## src/scp_pkg.sv

```systemverilog
/*
 * Shared constants and types of the strap configuration resolver: register indices and
 * byte addresses, field positions, reset values, decoded codes, sequencer timing and the
 * packed structs that carry the effective configuration and the block state.
 * Assumes a 100 MHz core clock and a 32-bit AXI4-Lite register bus.
 */
package scp_pkg;
    // Register indices; byte address is four times the index.
    localparam logic [9:0] IDX_PANEL_STANDBY = 10'h0b2;
    localparam logic [9:0] IDX_POWER_RES = 10'h0b3;
    localparam logic [9:0] IDX_REPAIR_AMP = 10'h0b6;
    localparam logic [9:0] IDX_DIMMING = 10'h0b7;
    localparam logic [9:0] IDX_LINK_LANE = 10'h0b8;
    localparam logic [9:0] IDX_STATUS = 10'h0c0;
    localparam int ADDR_W = 12;
    // Field positions.
    localparam int BIT_STANDBY = 6;
    localparam int BIT_PANEL_TYPE = 3;
    localparam int BIT_ZIG_VARIANT = 2;
    localparam int BIT_PANEL_POL = 1;
    localparam int BIT_SELF_TEST = 0;
    localparam int BIT_POWER_MODE = 4;
    localparam int BIT_BACKLIGHT = 2;
    localparam int RES_LSB = 0;
    localparam int BIT_REPAIR1 = 6;
    localparam int BIT_REPAIR2 = 5;
    localparam int BIT_DIM_SEL = 2;
    localparam int BIT_GATE_ARRAY = 7;
    localparam int BIT_POL_SWAP = 5;
    localparam int BIT_LINK_TYPE = 4;
    localparam int SWAP_LSB = 2;
    localparam int LANES_LSB = 0;
    // Reset values. The standby bit is ANDed with its strap, so it resets high.
    localparam logic [7:0] RST_PANEL_STANDBY = 8'h40;
    localparam logic [7:0] RST_CFG = 8'h00;
    // Decoded codes.
    localparam logic [1:0] RES_1200X1600 = 2'h0;
    localparam logic [1:0] RES_1080X1920 = 2'h1;
    localparam logic [1:0] RES_600X1024 = 2'h2;
    localparam logic [1:0] RES_1200X1920 = 2'h3;
    localparam logic [10:0] DIS_FIRST = 11'h32b;
    localparam logic [10:0] DIS_LAST = 11'h3de;
    localparam logic [1:0] LANES_TWO = 2'h1;
    localparam logic [1:0] LANES_FOUR = 2'h3;
    localparam logic [1:0] SWAP_STRAIGHT = 2'h3;
    // Logical lane of pads {3,2,1,0}, two bits each, for swap codes 00, 01, 10, 11.
    localparam logic [7:0] LANE_MAP_00 = 8'h39;
    localparam logic [7:0] LANE_MAP_01 = 8'hb1;
    localparam logic [7:0] LANE_MAP_10 = 8'hc6;
    localparam logic [7:0] LANE_MAP_11 = 8'he4;
    // Timing: one vertical period, counted in quarters.
    localparam int CLK_PERIOD_NS = 10;
    localparam int VS_PERIOD_NS = 16666667;
    localparam int VS_CYCLES_DEF = VS_PERIOD_NS / CLK_PERIOD_NS;
    localparam logic [5:0] Q_NEG_PUMP_ON = 6'h09;
    localparam logic [5:0] Q_POS_PUMP_ON = 6'h0a;
    localparam logic [5:0] Q_UP_INT = 6'h1c;
    localparam logic [5:0] Q_UP_EXT = 6'h18;
    localparam logic [5:0] Q_DOWN_INT = 6'h14;
    localparam logic [5:0] Q_DOWN_EXT = 6'h12;
    localparam logic [5:0] Q_NEG_PUMP_OFF = 6'h04;
    localparam logic [1:0] Q_LAST_PHASE = 2'h3;
    localparam logic [1:0] RESP_OKAY = 2'h0;
    localparam logic [1:0] RESP_SLVERR = 2'h2;

    typedef enum logic [3:0] {
        SEQ_OFF = 4'h1,
        SEQ_UP = 4'h2,
        SEQ_ON = 4'h4,
        SEQ_DOWN = 4'h8
    } scp_seq_t;

    typedef struct packed {
        logic standby;
        logic zigzag;
        logic zig_variant;
        logic ext_gate_power;
        logic master;
        logic [1:0] res;
        logic point_to_point;
        logic [1:0] lane_swap;
        logic [1:0] lane_count;
        logic pol_swap;
        logic gate_array_en;
        logic normally_black;
        logic self_test;
        logic auto_pattern;
        logic backlight_perm;
        logic dim_ext;
        logic repair1;
        logic repair2;
    } scp_cfg_t;

    typedef struct packed {
        logic [7:0] panel_standby_config;
        logic [7:0] power_resolution_config;
        logic [7:0] repair_amp_config;
        logic [7:0] dimming_input_config;
        logic [7:0] link_lane_config;
        scp_cfg_t eff;
        scp_seq_t seq;
        logic [31:0] div;
        logic [5:0] qcnt;
        logic [1:0] qphase;
        logic pump_neg;
        logic pump_pos;
        logic [2:0] pattern;
        logic backlight;
        logic dimming;
        logic [7:0] lane_map;
        logic bvalid;
        logic [1:0] bresp;
        logic rvalid;
        logic [31:0] rdata;
        logic [1:0] rresp;
    } scp_state_t;
endpackage : scp_pkg

```

## src/scp_strap_config_resolver.sv

```systemverilog
/*
 * Strap configuration resolver: combines board straps with configuration register bits
 * into the effective device configuration, runs the power on/off sequencer that gates
 * the backlight and the gate-voltage pump controls, and exposes the registers over an
 * AXI4-Lite slave. Straps and the external pulse-width input are taken as synchronous
 * to clock_in; the vertical period length is a parameter.
 */
`timescale 1ns/10ps
module scp_strap_config_resolver #(
    parameter int unsigned VS_CYCLES = scp_pkg::VS_CYCLES_DEF
) (
    // Clock and reset.
    input wire logic clock_in,
    input wire logic rst_b_in,
    // AXI4-Lite write address and data.
    input wire logic awvalid_in,
    output logic awready_out,
    input wire logic [scp_pkg::ADDR_W-1:0] awaddr_in,
    input wire logic [2:0] awprot_in,
    input wire logic wvalid_in,
    output logic wready_out,
    input wire logic [31:0] wdata_in,
    input wire logic [3:0] wstrb_in,
    // AXI4-Lite write response.
    output logic bvalid_out,
    input wire logic bready_in,
    output logic [1:0] bresp_out,
    // AXI4-Lite read.
    input wire logic arvalid_in,
    output logic arready_out,
    input wire logic [scp_pkg::ADDR_W-1:0] araddr_in,
    input wire logic [2:0] arprot_in,
    output logic rvalid_out,
    input wire logic rready_in,
    output logic [31:0] rdata_out,
    output logic [1:0] rresp_out,
    // Board straps.
    input wire logic standby_strap_n_in,
    input wire logic panel_type_strap_in,
    input wire logic zig_variant_strap_in,
    input wire logic power_mode_strap_in,
    input wire logic role_strap_in,
    input wire logic resolution_strap_lo_in,
    input wire logic resolution_strap_hi_in,
    input wire logic link_type_strap_in,
    input wire logic lane_swap_strap_lo_in,
    input wire logic lane_swap_strap_hi_in,
    input wire logic lane_count_strap_lo_in,
    input wire logic lane_count_strap_hi_in,
    input wire logic polarity_swap_strap_in,
    input wire logic gate_array_enable_strap_in,
    input wire logic panel_polarity_strap_in,
    input wire logic self_test_strap_n_in,
    input wire logic auto_pattern_strap_in,
    input wire logic backlight_ctrl_strap_in,
    input wire logic repair_amp1_strap_in,
    input wire logic repair_amp2_strap_in,
    // Dimming sources.
    input wire logic pulse_width_in,
    input wire logic internal_dim_in,
    // Effective configuration.
    output scp_pkg::scp_cfg_t config_out,
    output logic standby_state_out,
    output logic extra_source_en_out,
    output logic [10:0] disabled_first_out,
    output logic [10:0] disabled_last_out,
    output logic channels_disabled_out,
    output logic lanes_reserved_out,
    output logic [7:0] lane_map_out,
    output logic [2:0] pattern_out,
    // Power sequencing and backlight.
    output logic panel_powered_out,
    output logic neg_pump_en_out,
    output logic pos_pump_en_out,
    output logic backlight_enable_out,
    output logic dimming_out
);
    localparam int unsigned Q_CYCLES = (VS_CYCLES / 4 > 0) ? VS_CYCLES / 4 : 1;
    localparam logic [31:0] Q_LAST = 32'(Q_CYCLES - 1);

    logic [1:0] rst_pipe;
    logic rst_n;
    scp_pkg::scp_state_t s;
    scp_pkg::scp_state_t next_s;
    logic wr_go;
    logic rd_go;
    logic tick;
    logic [5:0] up_q;
    logic [5:0] down_q;

    // Reset is released through two flops so every state flop leaves reset together.
    always_ff @(posedge clock_in or negedge rst_b_in) begin
        if (!rst_b_in) begin
            rst_pipe <= 2'h0;
        end else begin
            rst_pipe <= {rst_pipe[0], 1'b1};
        end
    end
    assign rst_n = rst_pipe[1];

    // Both address and data must be offered; the answer slot must be free.
    assign wr_go = awvalid_in && wvalid_in && !s.bvalid;
    assign rd_go = arvalid_in && !s.rvalid;
    assign awready_out = wr_go;
    assign wready_out = wr_go;
    assign arready_out = rd_go;
    assign tick = (s.div == Q_LAST);
    assign up_q = s.eff.ext_gate_power ? scp_pkg::Q_UP_EXT : scp_pkg::Q_UP_INT;
    assign down_q = s.eff.ext_gate_power ? scp_pkg::Q_DOWN_EXT : scp_pkg::Q_DOWN_INT;

    always_comb begin
        next_s = s;
        // Effective configuration from straps and register bits.
        next_s.eff.standby = !(standby_strap_n_in
            && s.panel_standby_config[scp_pkg::BIT_STANDBY]);
        next_s.eff.zigzag = panel_type_strap_in
            ^ s.panel_standby_config[scp_pkg::BIT_PANEL_TYPE];
        next_s.eff.zig_variant = zig_variant_strap_in
            ^ s.panel_standby_config[scp_pkg::BIT_ZIG_VARIANT];
        next_s.eff.ext_gate_power = power_mode_strap_in
            ^ s.power_resolution_config[scp_pkg::BIT_POWER_MODE];
        next_s.eff.master = role_strap_in;
        next_s.eff.res = {resolution_strap_hi_in, resolution_strap_lo_in}
            ^ s.power_resolution_config[scp_pkg::RES_LSB +: 2];
        next_s.eff.point_to_point = link_type_strap_in
            ^ s.link_lane_config[scp_pkg::BIT_LINK_TYPE];
        next_s.eff.lane_swap = {lane_swap_strap_hi_in, lane_swap_strap_lo_in}
            ^ s.link_lane_config[scp_pkg::SWAP_LSB +: 2];
        next_s.eff.lane_count = {lane_count_strap_hi_in, lane_count_strap_lo_in}
            ^ s.link_lane_config[scp_pkg::LANES_LSB +: 2];
        next_s.eff.pol_swap = polarity_swap_strap_in
            ^ s.link_lane_config[scp_pkg::BIT_POL_SWAP];
        next_s.eff.gate_array_en = gate_array_enable_strap_in
            ^ s.link_lane_config[scp_pkg::BIT_GATE_ARRAY];
        next_s.eff.normally_black = panel_polarity_strap_in
            ^ s.panel_standby_config[scp_pkg::BIT_PANEL_POL];
        next_s.eff.self_test = !(self_test_strap_n_in
            ^ s.panel_standby_config[scp_pkg::BIT_SELF_TEST]);
        next_s.eff.auto_pattern = auto_pattern_strap_in;
        next_s.eff.backlight_perm = backlight_ctrl_strap_in
            ^ s.power_resolution_config[scp_pkg::BIT_BACKLIGHT];
        next_s.eff.dim_ext = s.dimming_input_config[scp_pkg::BIT_DIM_SEL];
        next_s.eff.repair1 = repair_amp1_strap_in
            ^ s.repair_amp_config[scp_pkg::BIT_REPAIR1];
        next_s.eff.repair2 = repair_amp2_strap_in
            ^ s.repair_amp_config[scp_pkg::BIT_REPAIR2];

        // Pad-to-lane remap; the clock pair never moves.
        unique case (s.eff.lane_swap)
            2'h0: next_s.lane_map = scp_pkg::LANE_MAP_00;
            2'h1: next_s.lane_map = scp_pkg::LANE_MAP_01;
            2'h2: next_s.lane_map = scp_pkg::LANE_MAP_10;
            2'h3: next_s.lane_map = scp_pkg::LANE_MAP_11;
        endcase

        // Quarter-period divider, free running.
        next_s.div = tick ? 32'h0 : s.div + 32'h1;
        if (tick) begin
            next_s.qphase = s.qphase + 2'h1;
        end

        // Self-test pattern steps once per vertical period in auto mode.
        if (!s.eff.self_test) begin
            next_s.pattern = 3'h0;
        end else if (s.eff.auto_pattern && tick && s.qphase == scp_pkg::Q_LAST_PHASE) begin
            next_s.pattern = s.pattern + 3'h1;
        end

        // Power on/off sequencer, driven from the registered configuration.
        unique case (s.seq)
            scp_pkg::SEQ_OFF: begin
                next_s.pump_neg = 1'b0;
                next_s.pump_pos = 1'b0;
                next_s.qcnt = 6'h0;
                if (!s.eff.standby) begin
                    next_s.seq = scp_pkg::SEQ_UP;
                end
            end
            scp_pkg::SEQ_UP: begin
                next_s.pump_neg = !s.eff.ext_gate_power
                    && s.qcnt >= scp_pkg::Q_NEG_PUMP_ON;
                next_s.pump_pos = !s.eff.ext_gate_power
                    && s.qcnt >= scp_pkg::Q_POS_PUMP_ON;
                if (s.eff.standby) begin
                    next_s.seq = scp_pkg::SEQ_DOWN;
                    next_s.qcnt = 6'h0;
                end else if (s.qcnt >= up_q) begin
                    next_s.seq = scp_pkg::SEQ_ON;
                end else if (tick) begin
                    next_s.qcnt = s.qcnt + 6'h1;
                end
            end
            scp_pkg::SEQ_ON: begin
                if (s.eff.standby) begin
                    next_s.seq = scp_pkg::SEQ_DOWN;
                    next_s.qcnt = 6'h0;
                end
            end
            scp_pkg::SEQ_DOWN: begin
                // Positive pump drops first so the negative rail never trails it.
                next_s.pump_pos = 1'b0;
                if (s.qcnt >= scp_pkg::Q_NEG_PUMP_OFF) begin
                    next_s.pump_neg = 1'b0;
                end
                if (s.qcnt >= down_q) begin
                    next_s.seq = scp_pkg::SEQ_OFF;
                end else if (tick) begin
                    next_s.qcnt = s.qcnt + 6'h1;
                end
            end
            default: begin
                next_s.seq = scp_pkg::SEQ_OFF;
            end
        endcase
        next_s.backlight = (next_s.seq == scp_pkg::SEQ_ON) && s.eff.backlight_perm;
        next_s.dimming = s.eff.dim_ext ? pulse_width_in : internal_dim_in;

        // Register writes; only the low byte lane carries data.
        if (s.bvalid && bready_in) begin
            next_s.bvalid = 1'b0;
        end
        if (wr_go) begin
            next_s.bvalid = 1'b1;
            next_s.bresp = scp_pkg::RESP_OKAY;
            unique case (awaddr_in[scp_pkg::ADDR_W-1:2])
                scp_pkg::IDX_PANEL_STANDBY: begin
                    if (wstrb_in[0]) next_s.panel_standby_config = wdata_in[7:0];
                end
                scp_pkg::IDX_POWER_RES: begin
                    if (wstrb_in[0]) next_s.power_resolution_config = wdata_in[7:0];
                end
                scp_pkg::IDX_REPAIR_AMP: begin
                    if (wstrb_in[0]) next_s.repair_amp_config = wdata_in[7:0];
                end
                scp_pkg::IDX_DIMMING: begin
                    if (wstrb_in[0]) next_s.dimming_input_config = wdata_in[7:0];
                end
                scp_pkg::IDX_LINK_LANE: begin
                    if (wstrb_in[0]) next_s.link_lane_config = wdata_in[7:0];
                end
                scp_pkg::IDX_STATUS: begin
                end
                default: begin
                    next_s.bresp = scp_pkg::RESP_SLVERR;
                end
            endcase
        end

        // Register reads.
        if (s.rvalid && rready_in) begin
            next_s.rvalid = 1'b0;
        end
        if (rd_go) begin
            next_s.rvalid = 1'b1;
            next_s.rresp = scp_pkg::RESP_OKAY;
            next_s.rdata = 32'h0;
            unique case (araddr_in[scp_pkg::ADDR_W-1:2])
                scp_pkg::IDX_PANEL_STANDBY: next_s.rdata[7:0] = s.panel_standby_config;
                scp_pkg::IDX_POWER_RES: next_s.rdata[7:0] = s.power_resolution_config;
                scp_pkg::IDX_REPAIR_AMP: next_s.rdata[7:0] = s.repair_amp_config;
                scp_pkg::IDX_DIMMING: next_s.rdata[7:0] = s.dimming_input_config;
                scp_pkg::IDX_LINK_LANE: next_s.rdata[7:0] = s.link_lane_config;
                scp_pkg::IDX_STATUS: begin
                    next_s.rdata = {2'h0, s.pattern, s.pump_pos, s.pump_neg, s.seq,
                        s.eff};
                end
                default: next_s.rresp = scp_pkg::RESP_SLVERR;
            endcase
        end
    end

    // Every state flop takes its constant while the released reset is low.
    always_ff @(posedge clock_in or negedge rst_n) begin
        if (!rst_n) begin
            s <= '0;
            s.panel_standby_config <= scp_pkg::RST_PANEL_STANDBY;
            s.power_resolution_config <= scp_pkg::RST_CFG;
            s.repair_amp_config <= scp_pkg::RST_CFG;
            s.dimming_input_config <= scp_pkg::RST_CFG;
            s.link_lane_config <= scp_pkg::RST_CFG;
            s.eff.standby <= 1'b1;
            s.seq <= scp_pkg::SEQ_OFF;
            s.lane_map <= scp_pkg::LANE_MAP_11;
        end else begin
            s <= next_s;
        end
    end

    // Outputs.
    assign bvalid_out = s.bvalid;
    assign bresp_out = s.bresp;
    assign rvalid_out = s.rvalid;
    assign rdata_out = s.rdata;
    assign rresp_out = s.rresp;
    assign config_out = s.eff;
    assign standby_state_out = s.eff.standby;
    assign extra_source_en_out = s.eff.zigzag;
    assign channels_disabled_out = (s.eff.res == scp_pkg::RES_1080X1920);
    assign disabled_first_out = scp_pkg::DIS_FIRST;
    assign disabled_last_out = scp_pkg::DIS_LAST;
    assign lanes_reserved_out = !s.eff.lane_count[0];
    assign lane_map_out = s.lane_map;
    assign pattern_out = s.pattern;
    assign panel_powered_out = (s.seq == scp_pkg::SEQ_ON);
    assign neg_pump_en_out = s.pump_neg;
    assign pos_pump_en_out = s.pump_pos;
    assign backlight_enable_out = s.backlight;
    assign dimming_out = s.dimming;
endmodule : scp_strap_config_resolver

```

## config.mk

```make
export PLATFORM = sky130hd
export DESIGN_NAME = scp_strap_config_resolver
export DESIGN_NICKNAME = d
export VERILOG_FILES = /design/src/scp_pkg.sv /design/src/scp_strap_config_resolver.sv
export SDC_FILE = /design/constraint.sdc
export NUM_CORES = 1
export LEC_CHECK = 0
export ABC_AREA = 1
export BUFFER_PORTS_ARGS = -buffer_cell sky130_fd_sc_hd__buf_2
export CAP_MARGIN = 20
export CORE_MARGIN = 2
export CORE_UTILIZATION = 30
export DETAILED_ROUTE_END_ITERATION = 8
export MAX_ROUTING_LAYER = met4
export PLACE_DENSITY = 0.6
export SLEW_MARGIN = 25
export SYNTH_ARGS = -nofsm -noshare
export SYNTH_HDL_FRONTEND = slang
export SYNTH_SLANG_ARGS = --single-unit
```

## constraint.sdc

```tcl
create_clock -name clock_in -period 5.5 [get_ports clock_in]
set_input_delay 0.275 -clock clock_in [delete_from_list [all_inputs] [get_ports clock_in]]
set_output_delay 0.275 -clock clock_in [all_outputs]
set_load 0.03 [all_outputs]
```

==> flow_summary_export.csv <==
group,metric,value,unit
die,dieArea,29600,um2
place,post-dp-hpwl,15.24,mm
power_and_ir_drop,seqPwrFrac,0.463,
critical_path,max_stage_delay,0.63,ns
route,avgRoutedWirePerCell,13.60,um
die,core-area,27780,um2
finish,fin_nets,1214,
clock_tree,path_clk_slew,0.07,ns
power_and_ir_drop,switching_share,0.2671,
power_and_ir_drop,pwr-share-comb,0.078,
critical_path,cpMaxStageDelayCell,"inv_1",
critical_path,worstSetupStartpointType,"flop",
power_and_ir_drop,power.clock.fraction,0.459,
critical_path,startpoint,"rvalid_out$_DFFE_PN0P_",
clock_tree,cts_max_level,4,
hold_path,min_path_type,"input port to flop",
clock_tree,clkLatencyLatePin,0.42,ns
clock_tree,cts.sinks,154,
logic_synthesis,synth_cell_types,39,
finish,utilization,0.3458,
route,vias,6635,
route,drc,0,
place,gp_congestion,0.8944,
clock_tree,cts_buffers,17,
power_and_ir_drop,powerDensity,262.3,nW/um2
route,dr.pass1.iters,5,
logic_synthesis,ys.flop_type,"dfrtp_1",
timing,worst_slew_pin_slew,0.9131,ns
hold_path,hp-start,"self_test_strap_n_in",
critical_path,critPathArrivalTime,2.18,ns
grt,grt_max_degree,60,
power_and_ir_drop,switchingPower,0.0006731,W
timing,slew_violations,0,
critical_path,worst_path_most_repeated_cell,"inv_1",
grt,grt_overflow,0,
power_and_ir_drop,intPower,0.001847,W
critical_path,cp-end-kind,"output port",
die,ioPinCount,199,
timing,fin_skew,0.01169,ns
critical_path,crit_fanout,45,
finish,final_common_cell,"nand2_1",
clock_tree,cts_tree,"done",
route,routed_wl,20.45,mm
critical_path,path_cells,"inv_1 > nand2_1 > buf_4 > inv_1 > buf_2",
die,fp.dieW,172.0,um
critical_path,r2r-start,"config_out[17]$_DFF_PN0_",
timing,finalCriticalPeriod,2.451,ns
grt,antenna_found_initial,5,
logic_synthesis,ys_seq_elements,154,
logic_synthesis,syn_area,8471,um2
clock_tree,cts-root-buf,"clkbuf_16",
logic_synthesis,avgSynthCellArea,8.224,um2
clock_tree,clock_path_buffers,2,
route,vias_per_cell,4.415,
clock_tree,postCtsSetupRepairBufs,0,
timing,rsz0062_at_grt,"no",
logic_synthesis,async_reset_ff_frac,1.000,
timing,fin_tns_setup,0,ns
finish,final_cell_mix,"nand2_1 (217), dfrtp_1 (147), buf_2 (135), inv_1 (133), nor2_1 (80)",
logic_synthesis,syn_inst,1030,
power_and_ir_drop,ir_drop,157.1,uV
logic_synthesis,synth_edf_count,0,
flow_run,cap_violations,0,
die,std_cell_rows,61,
timing,finalCritPeriodShare,0.4456,
grt,grt_pass1_wl,32.58,mm
finish,final_layout_size_suffix_gt1_frac,0.2232,
power_and_ir_drop,leakage,4.815,nW
grt,track_usage,0.1453,
place,portBuffers,135,
critical_path,worstPathRequired,5.22,ns
timing,hold_violations,0,
route,drtIter0Drc,416,
route,ant_nets,0,
finish,area_growth_syn_to_layout,13.43,%
outcome,status,"finished, final reports clean",
logic_synthesis,yosysSeqAreaShare,0.4558,
logic_synthesis,synth_warnings,0,
timing,fmax,0.4080,GHz
critical_path,crit_type,"flop to output port",
die,initial_utilization,0.3049,
die,die_h,172.0,um
timing,setup_viol,0,
grt,grt_pass1_vias,6272,
timing,timing.slew.headroom,0.3894,
==> worst max-delay path: cells and delay by family, from the launching register on <==
| kind | cells | cell delay [ns] |
|---|---|---|
| buffers and inverters | 4 | 1.29 |
| DFF | 1 | 0.38 |
| and+or+nand+nor | 1 | 0.04 |
==> logic make-up (layout without fill, tap and decap cells) <==
kind of cell / Yosys count / in the layout / synth area share
compound gates: 118 / 118 / 0.07592
xor+xnor: 34 / 34 / 0.03516
fa+ha+maj: 12 / 12 / 0.01772
buf+inv: 262 / 327 / 0.1579
flops: 154 / 154 / 0.4558
other cells: 2 / 32 / 0.0008866
simple gates: 448 / 448 / 0.2566
==> layer usage <==
layer,global-route usage,share of wire
met1,0.1923,0.48
met2,0.2202,0.44
met3,0.03250,0.057
met4,0.04969,0.022
met5,-,0
==> power by group through the flow <==
stage	Combinational [W]	Sequential, W	Clock [W]
detailed placement	0.000197	0.00119	0
global route	0.000217	0.00117	0.00124
floorplan	0.000148	0.00120	0
CTS	0.000199	0.00117	0.00119
finish	0.000197	0.00117	0.00116
global placement	0.000196	0.00119	0
==> synthesized netlist by cell type (2+ instances only) <==
library cell  count  area share
buf_2             9      0.0053
o21ai_1          39       0.023
nand3b_1          3      0.0027
buf_4            91       0.081
a31oi_1           2      0.0015
xnor2_1           3      0.0031
xor2_1           31       0.032
nor3_2            7      0.0083
clkbuf_1         10      0.0044
a21oi_1          11      0.0065
nor4_2            2      0.0030
inv_1           133       0.059
nand4_1          35       0.026
nor2_2           10      0.0074
nand2_2          12      0.0089
nor2_1           80       0.035
o22ai_1           9      0.0066
conb_1            2     0.00089
nor2_8            2      0.0047
nor4_1            3      0.0022
o21ai_0          42       0.025
nand3_1          34       0.020
dfstp_2           6       0.019
nand2_4           3      0.0040
nor2_4            6      0.0080
ha_1             12       0.018
inv_2            18      0.0080
o31ai_1          12       0.011
nand4_2           3      0.0044
nand3_4           2      0.0041
nand3_2           5      0.0059
dfrtp_1         148        0.44
nand2_1         217       0.096
nor3_1           23       0.014
==> what timing repair did <==
action | 4_1_cts | 5_1_grt
hold endpoints to repair | 4 | 0
hold buffers | 3 | 0
resized for setup | 0 | 0
==> sequential cells by signal, indices dropped and copies added (netlist names), 2 cells and up <==
signal        flops
pattern_out       3
lane_map_out      6
rst_pipe          2
rdata_out        30
config_out       19
s                83
==> final cells by class <==
class / instances / area, um2
fillers: 2968 / 18170
flip-flops and latches: 154 / 3865
multi-input cells: 639 / 3366
repair buffers: 143 / 743.2
inverters: 152 / 571.8
well taps: 378 / 473.0
clock buffers: 19 / 442.9
clock inverters: 13 / 133.9
diodes: 5 / 12.51
==> worst paths after layout <==
kind | end | slack [ns] | depth (start not counted)
max in group asynchronous | rdata_out[10]$_DFFE_PN0P_ | 4.08 | 1
min reg2reg | bvalid_out$_DFFE_PN0P_ | 0.30 | 0
min in group asynchronous | rst_pipe[1]$_DFF_PN0_ | 0.16 | 2
max | arready_out | 3.05 | 5
min | config_out[5]$_DFF_PN0_ | 0.02 | 2
max reg2reg | s[56]$_DFFE_PN0P_ | 3.57 | 12
==> metrics by stage <==
stage	setup WS [ns]	instances	hold slack [ns]	cell area, um2	total power (W)
final	3.049	1503	0.01872	9608	0.002520
after floorplan	0.9019	1055	-0.02059	8564	0.001349
after global routing	2.924	1503	0.002139	9608	0.002623
after detailed placement	3.217	1463	0.06163	8989	0.001386
after global placement	3.193	1463	0.06163	8989	0.001385
after CTS	3.037	1498	0.006398	9595	0.002553
No activity file was read; power rests on OpenSTA's default activity.
